### config.mk
export PLATFORM = sky130hd
export DESIGN_NAME = emx_exec_ctrl
export DESIGN_NICKNAME = d
export VERILOG_FILES = /design/src/hdl/emx_pkg.sv /design/src/hdl/emx_exec_ctrl.sv
export SDC_FILE = /design/constraint.sdc
export NUM_CORES = 1
export LEC_CHECK = 0
export ABC_AREA = 1
export BUFFER_PORTS_ARGS = -buffer_cell sky130_fd_sc_hd__buf_4
export CAP_MARGIN = 25
export CORE_UTILIZATION = 40
export DETAILED_ROUTE_END_ITERATION = 8
export PLACE_DENSITY = 0.66
export SYNTH_ARGS = -nofsm -noshare
export SYNTH_HDL_FRONTEND = slang
export SYNTH_SLANG_ARGS = --single-unit
### constraint.sdc
create_clock -name mclk -period 1.7 [get_ports mclk]
set_input_delay 0.34 -clock mclk [delete_from_list [all_inputs] [get_ports mclk]]
set_output_delay 0.34 -clock mclk [all_outputs]
set_load 0.01 [all_outputs]
### src/hdl/emx_pkg.sv
// package for the user-mode executive control block
package emx_pkg;

   // register byte offsets
   localparam logic [3:0] CTRL_OFS = 4'h0;
   localparam logic [3:0] STATUS_OFS = 4'h4;
   localparam logic [3:0] TRAPCNT_OFS = 4'h8;

   // control register fields (write-one pulses)
   localparam int CTRL_MSTART_BIT = 0;
   localparam int CTRL_MCLEAR_BIT = 1;
   localparam int CTRL_VIOL_ACK_BIT = 2;

   // status register fields
   localparam int ST_USER_BIT = 0;
   localparam int ST_ILLOP_BIT = 1;
   localparam int ST_PISYNC_BIT = 2;
   localparam int ST_TRAPSYNC_BIT = 3;
   localparam int ST_EXSYNC_BIT = 4;
   localparam int ST_VIOL_BIT = 5;
   localparam int ST_VIOLSEEN_BIT = 6;

   // reset values and the trap counter increment
   localparam logic [31:0] RDATA_RST = 32'h0000_0000;
   localparam logic [15:0] TRAPCNT_RST = 16'h0000;
   localparam logic [15:0] TRAPCNT_ONE = 16'h0001;

   // position of the user flag among the saved miscellaneous bits
   localparam int SAVED_USER_POS = 5;

   // main-sequence timing pulses and levels from the processor
   typedef struct packed {
      logic master_start;
      logic master_clear;
      logic interrupt_cycle_flag;
      logic main_seq_begin;
      logic main_seq_end;
      logic address_cycle_start;
      logic execute_time_one;
      logic execute_time_seven;
      logic execute_time_eight;
      logic store_time_seven;
      logic console_insert;
      logic rw_return;
      logic data_out_clr;
      logic data_out_set;
      logic processor_device_select;
   } emx_seq_type;

   // instruction decoder outputs and address qualifiers
   typedef struct packed {
      logic restore_jump;
      logic io_transfer_instr;
      logic block_io;
      logic unimplemented_op_trap;
      logic subroutine_jump_save;
      logic jump_dismiss;
      logic jump_halt;
      logic instr_bit11;
      logic instr_bit12;
      logic saved_user_bit;
      logic fast_mem_addr;
      logic channel_addr;
      logic protect_violation;
   } emx_dec_type;

   // commands to the processor and memory address logic
   typedef struct packed {
      logic bound_clr;
      logic bound_set;
      logic reloc_clr;
      logic reloc_set;
      logic reloc_inhibit;
      logic protect_inhibit;
      logic restore_jump_cmd;
      logic io_cmd;
      logic trap_command_level;
      logic user_mode_flag;
      logic misc_bits_user;
      logic processor_channel_req;
   } emx_out_type;

endpackage

### src/hdl/emx_exec_ctrl.sv
// user-mode executive control with avalon-mm register slave
// How it works
// - bound/relocation load only on processor data-out
// - bound/relocation otherwise cleared only by master start
// - user flag, illegal latch cleared by master start
// - three sync flip-flops cleared by master clear
// - interrupt sync: set cycle flag level, clear sequence begin
// - trap sync: set address cycle, clear sequence end
// - restore jump sets executive sync via bits
// - user flag saved as miscellaneous bit five
// - executive sync falling at sequence end sets user
// - user addresses checked and relocated
// - inhibit both whenever user flag clear
// - fast memory never relocated
// - interrupt cycle addresses bypass relocation/protection
// - interrupt subroutine jump clears user flag
// - user dismiss/halt jumps and io become traps
// - jump and io commands only when untrapped
// - unimplemented opcode traps once trap sync set
// - trap level inhibits relocation, sets latch
// - latch extends inhibit; jump clears flag, latch
// - block io clears illegal latch once trap sync set
// - protection violation interrupts at sequence end
// - console insert sets latch, return clears it
//
// The register addresses and the Avalon-MM register port were decided locally.
`timescale 1ns/1ps
`default_nettype none

module emx_exec_ctrl
(
   input wire logic mclk,
   input wire logic nrst,
   input wire logic [3:0] avs_address,
   input wire logic avs_read,
   input wire logic avs_write,
   input wire logic [31:0] avs_writedata,
   output logic [31:0] avs_readdata,
   output logic avs_waitrequest,
   input wire emx_pkg::emx_seq_type seq,
   input wire emx_pkg::emx_dec_type dec,
   output emx_pkg::emx_out_type cmd
);

   logic rst_meta_q;
   logic rst_sync_q;
   logic ack_q;
   logic [31:0] rdata_q;
   logic [31:0] rdata_d;
   logic soft_mstart_q;
   logic soft_mclear_q;
   logic soft_vack_q;
   logic master_start;
   logic master_clear;
   logic user_q;
   logic ill_op_q;
   logic pi_sync_q;
   logic trap_sync_q;
   logic ex_sync_q;
   logic viol_pend_q;
   logic viol_seen_q;
   logic chan_req_q;
   logic [15:0] trap_cnt_q;
   logic trap_level;
   logic user_trap;
   logic ex_sync_set;
   logic user_clr;
   logic wr_take;
   logic rd_take;

   // reset released through two flip-flops
   always_ff @(posedge mclk or negedge nrst)
   begin
      if (!nrst)
      begin
         rst_meta_q <= 1'b0;
         rst_sync_q <= 1'b0;
      end
      else
      begin
         rst_meta_q <= 1'b1;
         rst_sync_q <= rst_meta_q;
      end
   end

   // software can issue master start and clear as well as the console
   assign master_start = seq.master_start | soft_mstart_q;
   assign master_clear = seq.master_clear | soft_mclear_q;

   // bus: one wait cycle per access, answer on the second edge
   assign avs_waitrequest = (avs_read | avs_write) & ~ack_q;
   assign wr_take = avs_write & ack_q;
   assign rd_take = avs_read & ~ack_q;

   always_ff @(posedge mclk or negedge rst_sync_q)
   begin
      if (!rst_sync_q)
         ack_q <= 1'b0;
      else
         ack_q <= (avs_read | avs_write) & ~ack_q;
   end

   always_comb
   begin
      rdata_d = emx_pkg::RDATA_RST;
      unique case (avs_address)
         emx_pkg::STATUS_OFS:
         begin
            rdata_d[emx_pkg::ST_USER_BIT] = user_q;
            rdata_d[emx_pkg::ST_ILLOP_BIT] = ill_op_q;
            rdata_d[emx_pkg::ST_PISYNC_BIT] = pi_sync_q;
            rdata_d[emx_pkg::ST_TRAPSYNC_BIT] = trap_sync_q;
            rdata_d[emx_pkg::ST_EXSYNC_BIT] = ex_sync_q;
            rdata_d[emx_pkg::ST_VIOL_BIT] = viol_pend_q;
            rdata_d[emx_pkg::ST_VIOLSEEN_BIT] = viol_seen_q;
         end
         emx_pkg::TRAPCNT_OFS:
            rdata_d[15:0] = trap_cnt_q;
         default:
            rdata_d = emx_pkg::RDATA_RST;
      endcase
   end

   // read data captured while waitrequest is high, stands at the taking edge
   always_ff @(posedge mclk or negedge rst_sync_q)
   begin
      if (!rst_sync_q)
         rdata_q <= emx_pkg::RDATA_RST;
      else if (rd_take)
         rdata_q <= rdata_d;
   end

   assign avs_readdata = rdata_q;

   // control writes become single-cycle pulses
   always_ff @(posedge mclk or negedge rst_sync_q)
   begin
      if (!rst_sync_q)
      begin
         soft_mstart_q <= 1'b0;
         soft_mclear_q <= 1'b0;
         soft_vack_q <= 1'b0;
      end
      else
      begin
         soft_mstart_q <= wr_take && avs_address == emx_pkg::CTRL_OFS
                          && avs_writedata[emx_pkg::CTRL_MSTART_BIT];
         soft_mclear_q <= wr_take && avs_address == emx_pkg::CTRL_OFS
                          && avs_writedata[emx_pkg::CTRL_MCLEAR_BIT];
         soft_vack_q <= wr_take && avs_address == emx_pkg::CTRL_OFS
                        && avs_writedata[emx_pkg::CTRL_VIOL_ACK_BIT];
      end
   end

   // bound and relocation pulses; the registers live in the address logic
   assign cmd.bound_clr = (seq.data_out_clr & seq.processor_device_select)
                          | master_start;
   assign cmd.reloc_clr = (seq.data_out_clr & seq.processor_device_select)
                          | master_start;
   assign cmd.bound_set = seq.data_out_set & seq.processor_device_select;
   assign cmd.reloc_set = seq.data_out_set & seq.processor_device_select;

   // interrupt sync: level set dominates master clear while cycle flag is 1
   always_ff @(posedge mclk or negedge rst_sync_q)
   begin
      if (!rst_sync_q)
         pi_sync_q <= 1'b0;
      else if (seq.interrupt_cycle_flag)
         pi_sync_q <= 1'b1;
      else if (master_clear || seq.main_seq_begin)
         pi_sync_q <= 1'b0;
   end

   // trap sync keeps a cleared holder from looking like a trap opcode
   always_ff @(posedge mclk or negedge rst_sync_q)
   begin
      if (!rst_sync_q)
         trap_sync_q <= 1'b0;
      else if (seq.address_cycle_start)
         trap_sync_q <= 1'b1;
      else if (master_clear || seq.main_seq_end)
         trap_sync_q <= 1'b0;
   end

   // user-mode trap conditions; block io in an interrupt cycle is exempt
   assign user_trap = user_q & ((dec.restore_jump & (dec.jump_dismiss | dec.jump_halt))
                      | (dec.io_transfer_instr & ~(dec.block_io & pi_sync_q)));
   assign trap_level = trap_sync_q & (dec.unimplemented_op_trap | user_trap);
   assign cmd.trap_command_level = trap_level;

   // decoder commands pass only when not replaced by a trap
   assign cmd.restore_jump_cmd = dec.restore_jump & ~trap_level;
   assign cmd.io_cmd = dec.io_transfer_instr & ~trap_level;

   // executive sync from a restore jump that is actually executed
   // held off at sequence end so the sync falls there and hands over to user, unless master clear drops it first
   assign ex_sync_set = cmd.restore_jump_cmd & trap_sync_q & ~seq.main_seq_end
                        & (dec.instr_bit12 | (dec.instr_bit11 & dec.saved_user_bit));

   always_ff @(posedge mclk or negedge rst_sync_q)
   begin
      if (!rst_sync_q)
         ex_sync_q <= 1'b0;
      else if (ex_sync_set)
         ex_sync_q <= 1'b1;
      else if (master_clear || seq.main_seq_end)
         ex_sync_q <= 1'b0;
   end

   // subroutine jump leaving user mode: trap entry or interrupt entry
   assign user_clr = seq.execute_time_seven & dec.subroutine_jump_save
                     & (ill_op_q | pi_sync_q);

   // user flag survives master clear; restore jump never writes it directly
   always_ff @(posedge mclk or negedge rst_sync_q)
   begin
      if (!rst_sync_q)
         user_q <= 1'b0;
      else if (master_start)
         user_q <= 1'b0;
      else if (ex_sync_q && seq.main_seq_end && !master_clear)
         user_q <= 1'b1;
      else if (user_clr)
         user_q <= 1'b0;
   end

   assign cmd.user_mode_flag = user_q;
   // sampled by the buffer at the miscellaneous-bit store, after the jump's save
   assign cmd.misc_bits_user = user_q;

   // illegal-operation latch; a setting event wins over a same-cycle clear other than master start
   always_ff @(posedge mclk or negedge rst_sync_q)
   begin
      if (!rst_sync_q)
         ill_op_q <= 1'b0;
      else if (master_start)
         ill_op_q <= 1'b0;
      else if (trap_level && seq.execute_time_one)
         ill_op_q <= 1'b1;
      else if (seq.store_time_seven && seq.console_insert)
         ill_op_q <= 1'b1;
      else if (seq.execute_time_eight && dec.subroutine_jump_save && ill_op_q)
         ill_op_q <= 1'b0;
      else if (dec.block_io && trap_sync_q)
         ill_op_q <= 1'b0;
      else if (seq.rw_return && seq.console_insert)
         ill_op_q <= 1'b0;
   end

   // relocation and protection inhibits for the memory address logic
   assign cmd.reloc_inhibit = ~user_q
                              | dec.fast_mem_addr
                              | pi_sync_q | dec.channel_addr
                              | trap_level
                              | ill_op_q;
   assign cmd.protect_inhibit = ~user_q
                                | dec.fast_mem_addr
                                | pi_sync_q;

   // a violation is only meaningful while checking is live
   always_ff @(posedge mclk or negedge rst_sync_q)
   begin
      if (!rst_sync_q)
         viol_pend_q <= 1'b0;
      else if (dec.protect_violation && !cmd.protect_inhibit)
         viol_pend_q <= 1'b1;
      else if (seq.main_seq_end || master_start)
         viol_pend_q <= 1'b0;
   end

   // interrupt request raised after the current main sequence finishes
   always_ff @(posedge mclk or negedge rst_sync_q)
   begin
      if (!rst_sync_q)
         chan_req_q <= 1'b0;
      else
         chan_req_q <= viol_pend_q & seq.main_seq_end;
   end

   assign cmd.processor_channel_req = chan_req_q;

   // sticky record for software; a new violation wins over acknowledge
   always_ff @(posedge mclk or negedge rst_sync_q)
   begin
      if (!rst_sync_q)
         viol_seen_q <= 1'b0;
      else if (chan_req_q)
         viol_seen_q <= 1'b1;
      else if (soft_vack_q || master_start)
         viol_seen_q <= 1'b0;
   end

   // count of trap entries, saturating so it never wraps to look idle
   always_ff @(posedge mclk or negedge rst_sync_q)
   begin
      if (!rst_sync_q)
         trap_cnt_q <= emx_pkg::TRAPCNT_RST;
      else if (master_start)
         trap_cnt_q <= emx_pkg::TRAPCNT_RST;
      else if (trap_level && seq.execute_time_one && trap_cnt_q != 16'hFFFF)
         trap_cnt_q <= trap_cnt_q + emx_pkg::TRAPCNT_ONE;
   end

endmodule

`default_nettype wire

=== After elaboration in Yosys (flattened, before gate mapping) ===
Index checks and enable logic that the tools add are counted.

* Bits in registers: 46
* Bits in latches: 0
* Memory bits (writable): 0
* Bits in read-only memories: 0
* Input port bits: 68
* Output and inout bits: 45
* Logic and storage cells: 109
* Memories kept: 0

* Add/sub/neg operators: 1
* $mul: 0
* Divide/modulo/power cells: 0
* $lt $le $gt $ge: 0
* Eq/ne operators: 3
* Shift operators: 0
* Muxes and demuxes: 22
* Bitwise logic cells: 38
* Reduce and logical (&&, ||, !) cells: 29

{| class="wikitable"
|+ Operators by type and width
! cell !! count
|-
| two-way mux 16 bit || 2
|-
| bitwise AND 1 bit || 19
|-
| two-way mux 1 bit || 18
|-
| adder 16 x 1 -> 16 bit, second input constant || 1
|-
| inequality test 16 bit, second input constant || 1
|-
| logical AND 1 bit || 14
|-
| OR 1 bit || 14
|-
| one-hot mux 7 bit (2 select lines) || 1
|-
| nonzero test 2 bit || 6
|-
| two-way mux 9 bit || 1
|-
| nonzero test 6 bit || 1
|-
| NOT 1 bit || 5
|-
| equality test 4 x 3 -> 1 bit, second input constant || 1
|-
| equality test 4 bit, second input constant || 1
|-
| logical NOT 4 bit || 1
|-
| logical OR 1 bit || 4
|-
| nonzero test 3 bit || 1
|-
| logical NOT 1 bit || 2
|}

=== Logic depth before layout (Yosys ltp) ===
* Depth in word-level cells: 13
* Mapped depth: 10
* Gate-level depth less buffers: 10

=== Worst setup path before layout ===
OpenSTA, ideal clock, no wires.

* Kind: flip-flop to flip-flop
* Start: reg trap_cnt_q[0]
* End: reg trap_cnt_q[11]
* Setup time: 0.117 ns
* Arrival time: 1.411 ns
* Required time: 1.583 ns
* Path slack: 0.172 ns
* Stages on the path, launching flop included: 10
* Buffers on the path: 1
* Period minus slack after synthesis: 1.528 ns
* Cell sequence: dfrtp_1 -> ha_1 -> nand3_4 -> nor2_4 -> nand2_2 -> nand4_4 -> nand2_4 -> buf_6 -> nand2_1 -> nand2_1

* Longest elaborated chain between the ends: 3
* Elaborated cells between the ends (all ways): 6
* Classes of those cells: 1 x add/sub; 1 x eq/ne; 2 x mux; 2 x reduce/logical

{| class="wikitable"
|+ Ends and longest elaborated chain
! what !! RTL line !! text
|-
| from (decl) || emx_exec_ctrl.sv:63 || <nowiki>logic [15:0] trap_cnt_q;</nowiki>
|-
| from (signal assigned) || emx_exec_ctrl.sv:297 || <nowiki>trap_cnt_q <= emx_pkg::TRAPCNT_RST;</nowiki>
|-
| from (signal assigned) || emx_exec_ctrl.sv:299 || <nowiki>trap_cnt_q <= emx_pkg::TRAPCNT_RST;</nowiki>
|-
| from (signal assigned) || emx_exec_ctrl.sv:301 || <nowiki>trap_cnt_q <= trap_cnt_q + emx_pkg::TRAPCNT_ONE;</nowiki>
|-
| adder 16 x 1 -> 16 bit or inequality test 16 bit (tied branches) || emx_exec_ctrl.sv:301, emx_exec_ctrl.sv:300 ||
|-
| two-way mux 16 bit or logical AND 1 bit (tied branches) || emx_exec_ctrl.sv:300 || <nowiki>else if (trap_level && seq.execute_time_one && trap_cnt_q != 16'hFFFF)</nowiki>
|-
| two-way mux 16 bit or nonzero test 2 bit (tied branches) || - ||
|}

Parallel ways exist; a longest one is shown, timed or not. The select of a mux whose other input is x is not followed.
A chain may end at the register's enable or synchronous reset.

==> flow_metrics.tcl <==
set metrics [dict create \
    reg2reg_slack_ns 0.04 \
    cts_buffers 5 \
    final_core_util 0.538 \
    grt_max_degree 21 \
    postSynth.asyncResetShare 1.00 \
    p_per_area_mw_per_mm2 643 \
    syn_avg_cell_area_um2 7.44 \
    drc 0 \
    yosys_warnings 0 \
    viasPerCell 4.79 \
    io_pins 113 \
    setup_viol 4 \
    drt_iter0_drc 119 \
    totalPowerFinal_uw 2210 \
    synthTopCellsByArea "dfrtp_1 43%, nand2_1 16%, buf_4 6.2%" \
    drt-total-wl_um 6460 \
    grt_pass1_vias 2324 \
    fin_crit_sh 1.04 \
    grt_use_total 0.191 \
    cp-end-kind "primary output" \
    clock.fmax_mhz 563 \
    synth_ff_type "dfrtp_1" \
    status "finished, violations left" \
    synth.most_common_cell "nand2_1" \
    dr.pass1.iters 5 \
    antenna_cells 0 \
    wl_per_cell_um 12.5 \
    rows 29 \
    clkLatencyLatePin_ns 0.29 \
    die_w_um 83.4 \
    synth.distinct_cells 34 \
    leakagePower_uw 0.00180 \
    cts_buffer_depth 2 \
    port-buffer-count 67 \
    synth-seq-area-share 0.434 \
    synth_top_area_share 0.434 \
    finClkSkew_ns 0.00660 \
    clockRootBuffer "clkbuf_8" \
    coreArea_mm2 0.00639 \
    final_nets 507 \
    die_h_um 83.4 \
    fillCellCount 612 \
    via_count 2472 \
    syn_inst 356 \
    htree_levels 2 \
    area_growth_pct 29.7 \
    yosys-top-cells-count "110 x nand2_1, 46 x dfrtp_1, 43 x nor2_1, 37 x inv_1, 27 x nand3_1" \
    cts.clk_slew.worst_paths_ns 0.08 \
    gr-total-overflow 0 \
    hp-class "reg2async" \
    slew_violations 0 \
    drive_gt1_frac 0.257 \
    die_area_mm2 0.00695 \
    ys_ff_latch 46 \
    detail-route-antenna-nets 0 \
    routabilityCongestion 0.867 \
    rsz0062_at_grt "true" \
    cp_max_fo 4 \
    cts_tree "done" \
    crit_arrival_ns 1.44 \
    period_minus_slack_ns 1.78 \
    cp-start-kind "register" \
    grt_pass1_wl_um 10800 \
    synth-edff-count 0 \
    hpwl_um 4720 \
    yosys.area.top_type "dfrtp_1" \
    initial_core_util 0.415 \
    netlist_area_mm2 0.00265 \
    numClockSinks 46 \
    cap_violations 0 \
    antenna_found_initial 0 \
    vdd_ir_drop_max_v 0.000431 \
    crit_required_ns 1.36 \
    violations "negative setup slack" \
    path_class "reg2out" \
    hold_viol_final 0 \
    fin_ws_ns -0.0757 \
]
[state kept, by name, indices dropped and copies added, names as in the netlist]
register	flops
rst_sync_q	1
rst_meta_q	1
avs_readdata	16
soft_mclear_q	1
ack_q	1
soft_mstart_q	1
ex_sync_q	1
viol_seen_q	1
user_q	1
trap_sync_q	1
viol_pend_q	1
pi_sync_q	1
trap_cnt_q	16
soft_vack_q	1
chan_req_q	1
ill_op_q	1
[layout make-up]
class                      count  area [um^2]  area share
multi-input combinational    255         1230       0.357
sequential                    46         1150       0.336
timing repair buffer          90          714       0.208
inverter                      40          155      0.0451
tap                           77         96.3      0.0280
clock buffer                   7         86.3      0.0251
clock inverter                 1         5.00     0.00146
[critical path: stages, from the launching register on]
cell,delay [ns]
dfrtp_2,0.45
nand2_1,0.08
nand2_1,0.04
nand2_1,0.07
nand2_1,0.08
nand2_2,0.12
nand2_4,0.07
inv_6,0.09
nor2_4,0.04
buf_6,0.11
[per-layer routing]
| metal | vias up | share of wire | GRT usage |
|---|---|---|---|
| li1 | 1245 | - | - |
| met1 | 1142 | 0.45 | 0.260 |
| met2 | 79 | 0.48 | 0.315 |
| met3 | 6 | 0.051 | 0.0328 |
| met4 | 0 | 0.010 | 0.0470 |
| met5 | - | 0 | 0 |
[kinds of logic after synthesis]
| logic type | count (synthesis) | share of synthesized area |
|---|---|---|
| flip-flops | 46 | 0.434 |
| adder cells (fa/ha/maj) | 1 | 0.00472 |
| AND/OR/NAND/NOR | 198 | 0.323 |
| XOR/XNOR | 7 | 0.0231 |
| buffers and inverters | 70 | 0.137 |
| AO/OA/AOI/OAI | 32 | 0.0746 |
| other | 2 | 0.00283 |
[cells in the final DEF, fill, tap and decap left out, types with 2 or more instances in the layout]
cell type	instances
nand2_1	108
buf_4	84
dfrtp_1	44
nor2_1	41
inv_1	36
nand3_1	27
conb_1	17
o21ai_0	11
nand4_1	6
clkbuf_8	6
a21oi_1	5
xor2_1	5
nand2_2	4
o22ai_1	4
o31ai_1	4
nor2_4	3
o21bai_1	3
buf_6	3
nand2_4	2
nor3_1	2
clkinv_1	2
xnor2_1	2
dfrtp_2	2
buf_12	2
[report_power, final]
group | leakage, uW | switching, uW | internal [uW]
clock | 0.0000482 | 350 | 328
sequential | 0.000623 | 31.7 | 1120
combinational | 0.00113 | 205 | 173
[what timing repair did]
item / CTS / global route
cloned: 0 / 0
buffers inserted: 3 / 3
gates resized for setup: 3 / 16
pin swaps: 1 / 5
endpoints found under the setup margin: 3 / 20
endpoints found under the hold margin: 2 / 0
hold buffers: 1 / 0
[path summary, 6_finish.rpt]
path | from | to | cells past startpoint
setup / recovery | pi_sync_q | cmd[5] | 9
hold / removal | rst_sync_q | soft_mstart_q | 0
setup reg to reg | pi_sync_q | trap_cnt_q[9] | 12
hold reg to reg | rst_sync_q | soft_mstart_q | 0
max in group asynchronous | rst_sync_q | avs_readdata[4] | 1
min in group mclk | seq[12] | pi_sync_q | 2
[metrics by stage]
stage          setup slack (ns)  cell area (um^2)  instances  TNS (ns)  hold slack, ns
2_1_floorplan             0.172              2710        371         0          0.0444
3_3_place_gp              0.129              3230        501         0           0.123
3_5_place_dp              0.152              3230        501         0           0.126
4_1_cts                 -0.0276              3360        513   -0.0738           0.173
5_1_grt                  -0.149              3440        516     -1.37           0.189
6_report                -0.0757              3440        516    -0.227           0.160
(Power assumes the default switching activity.)
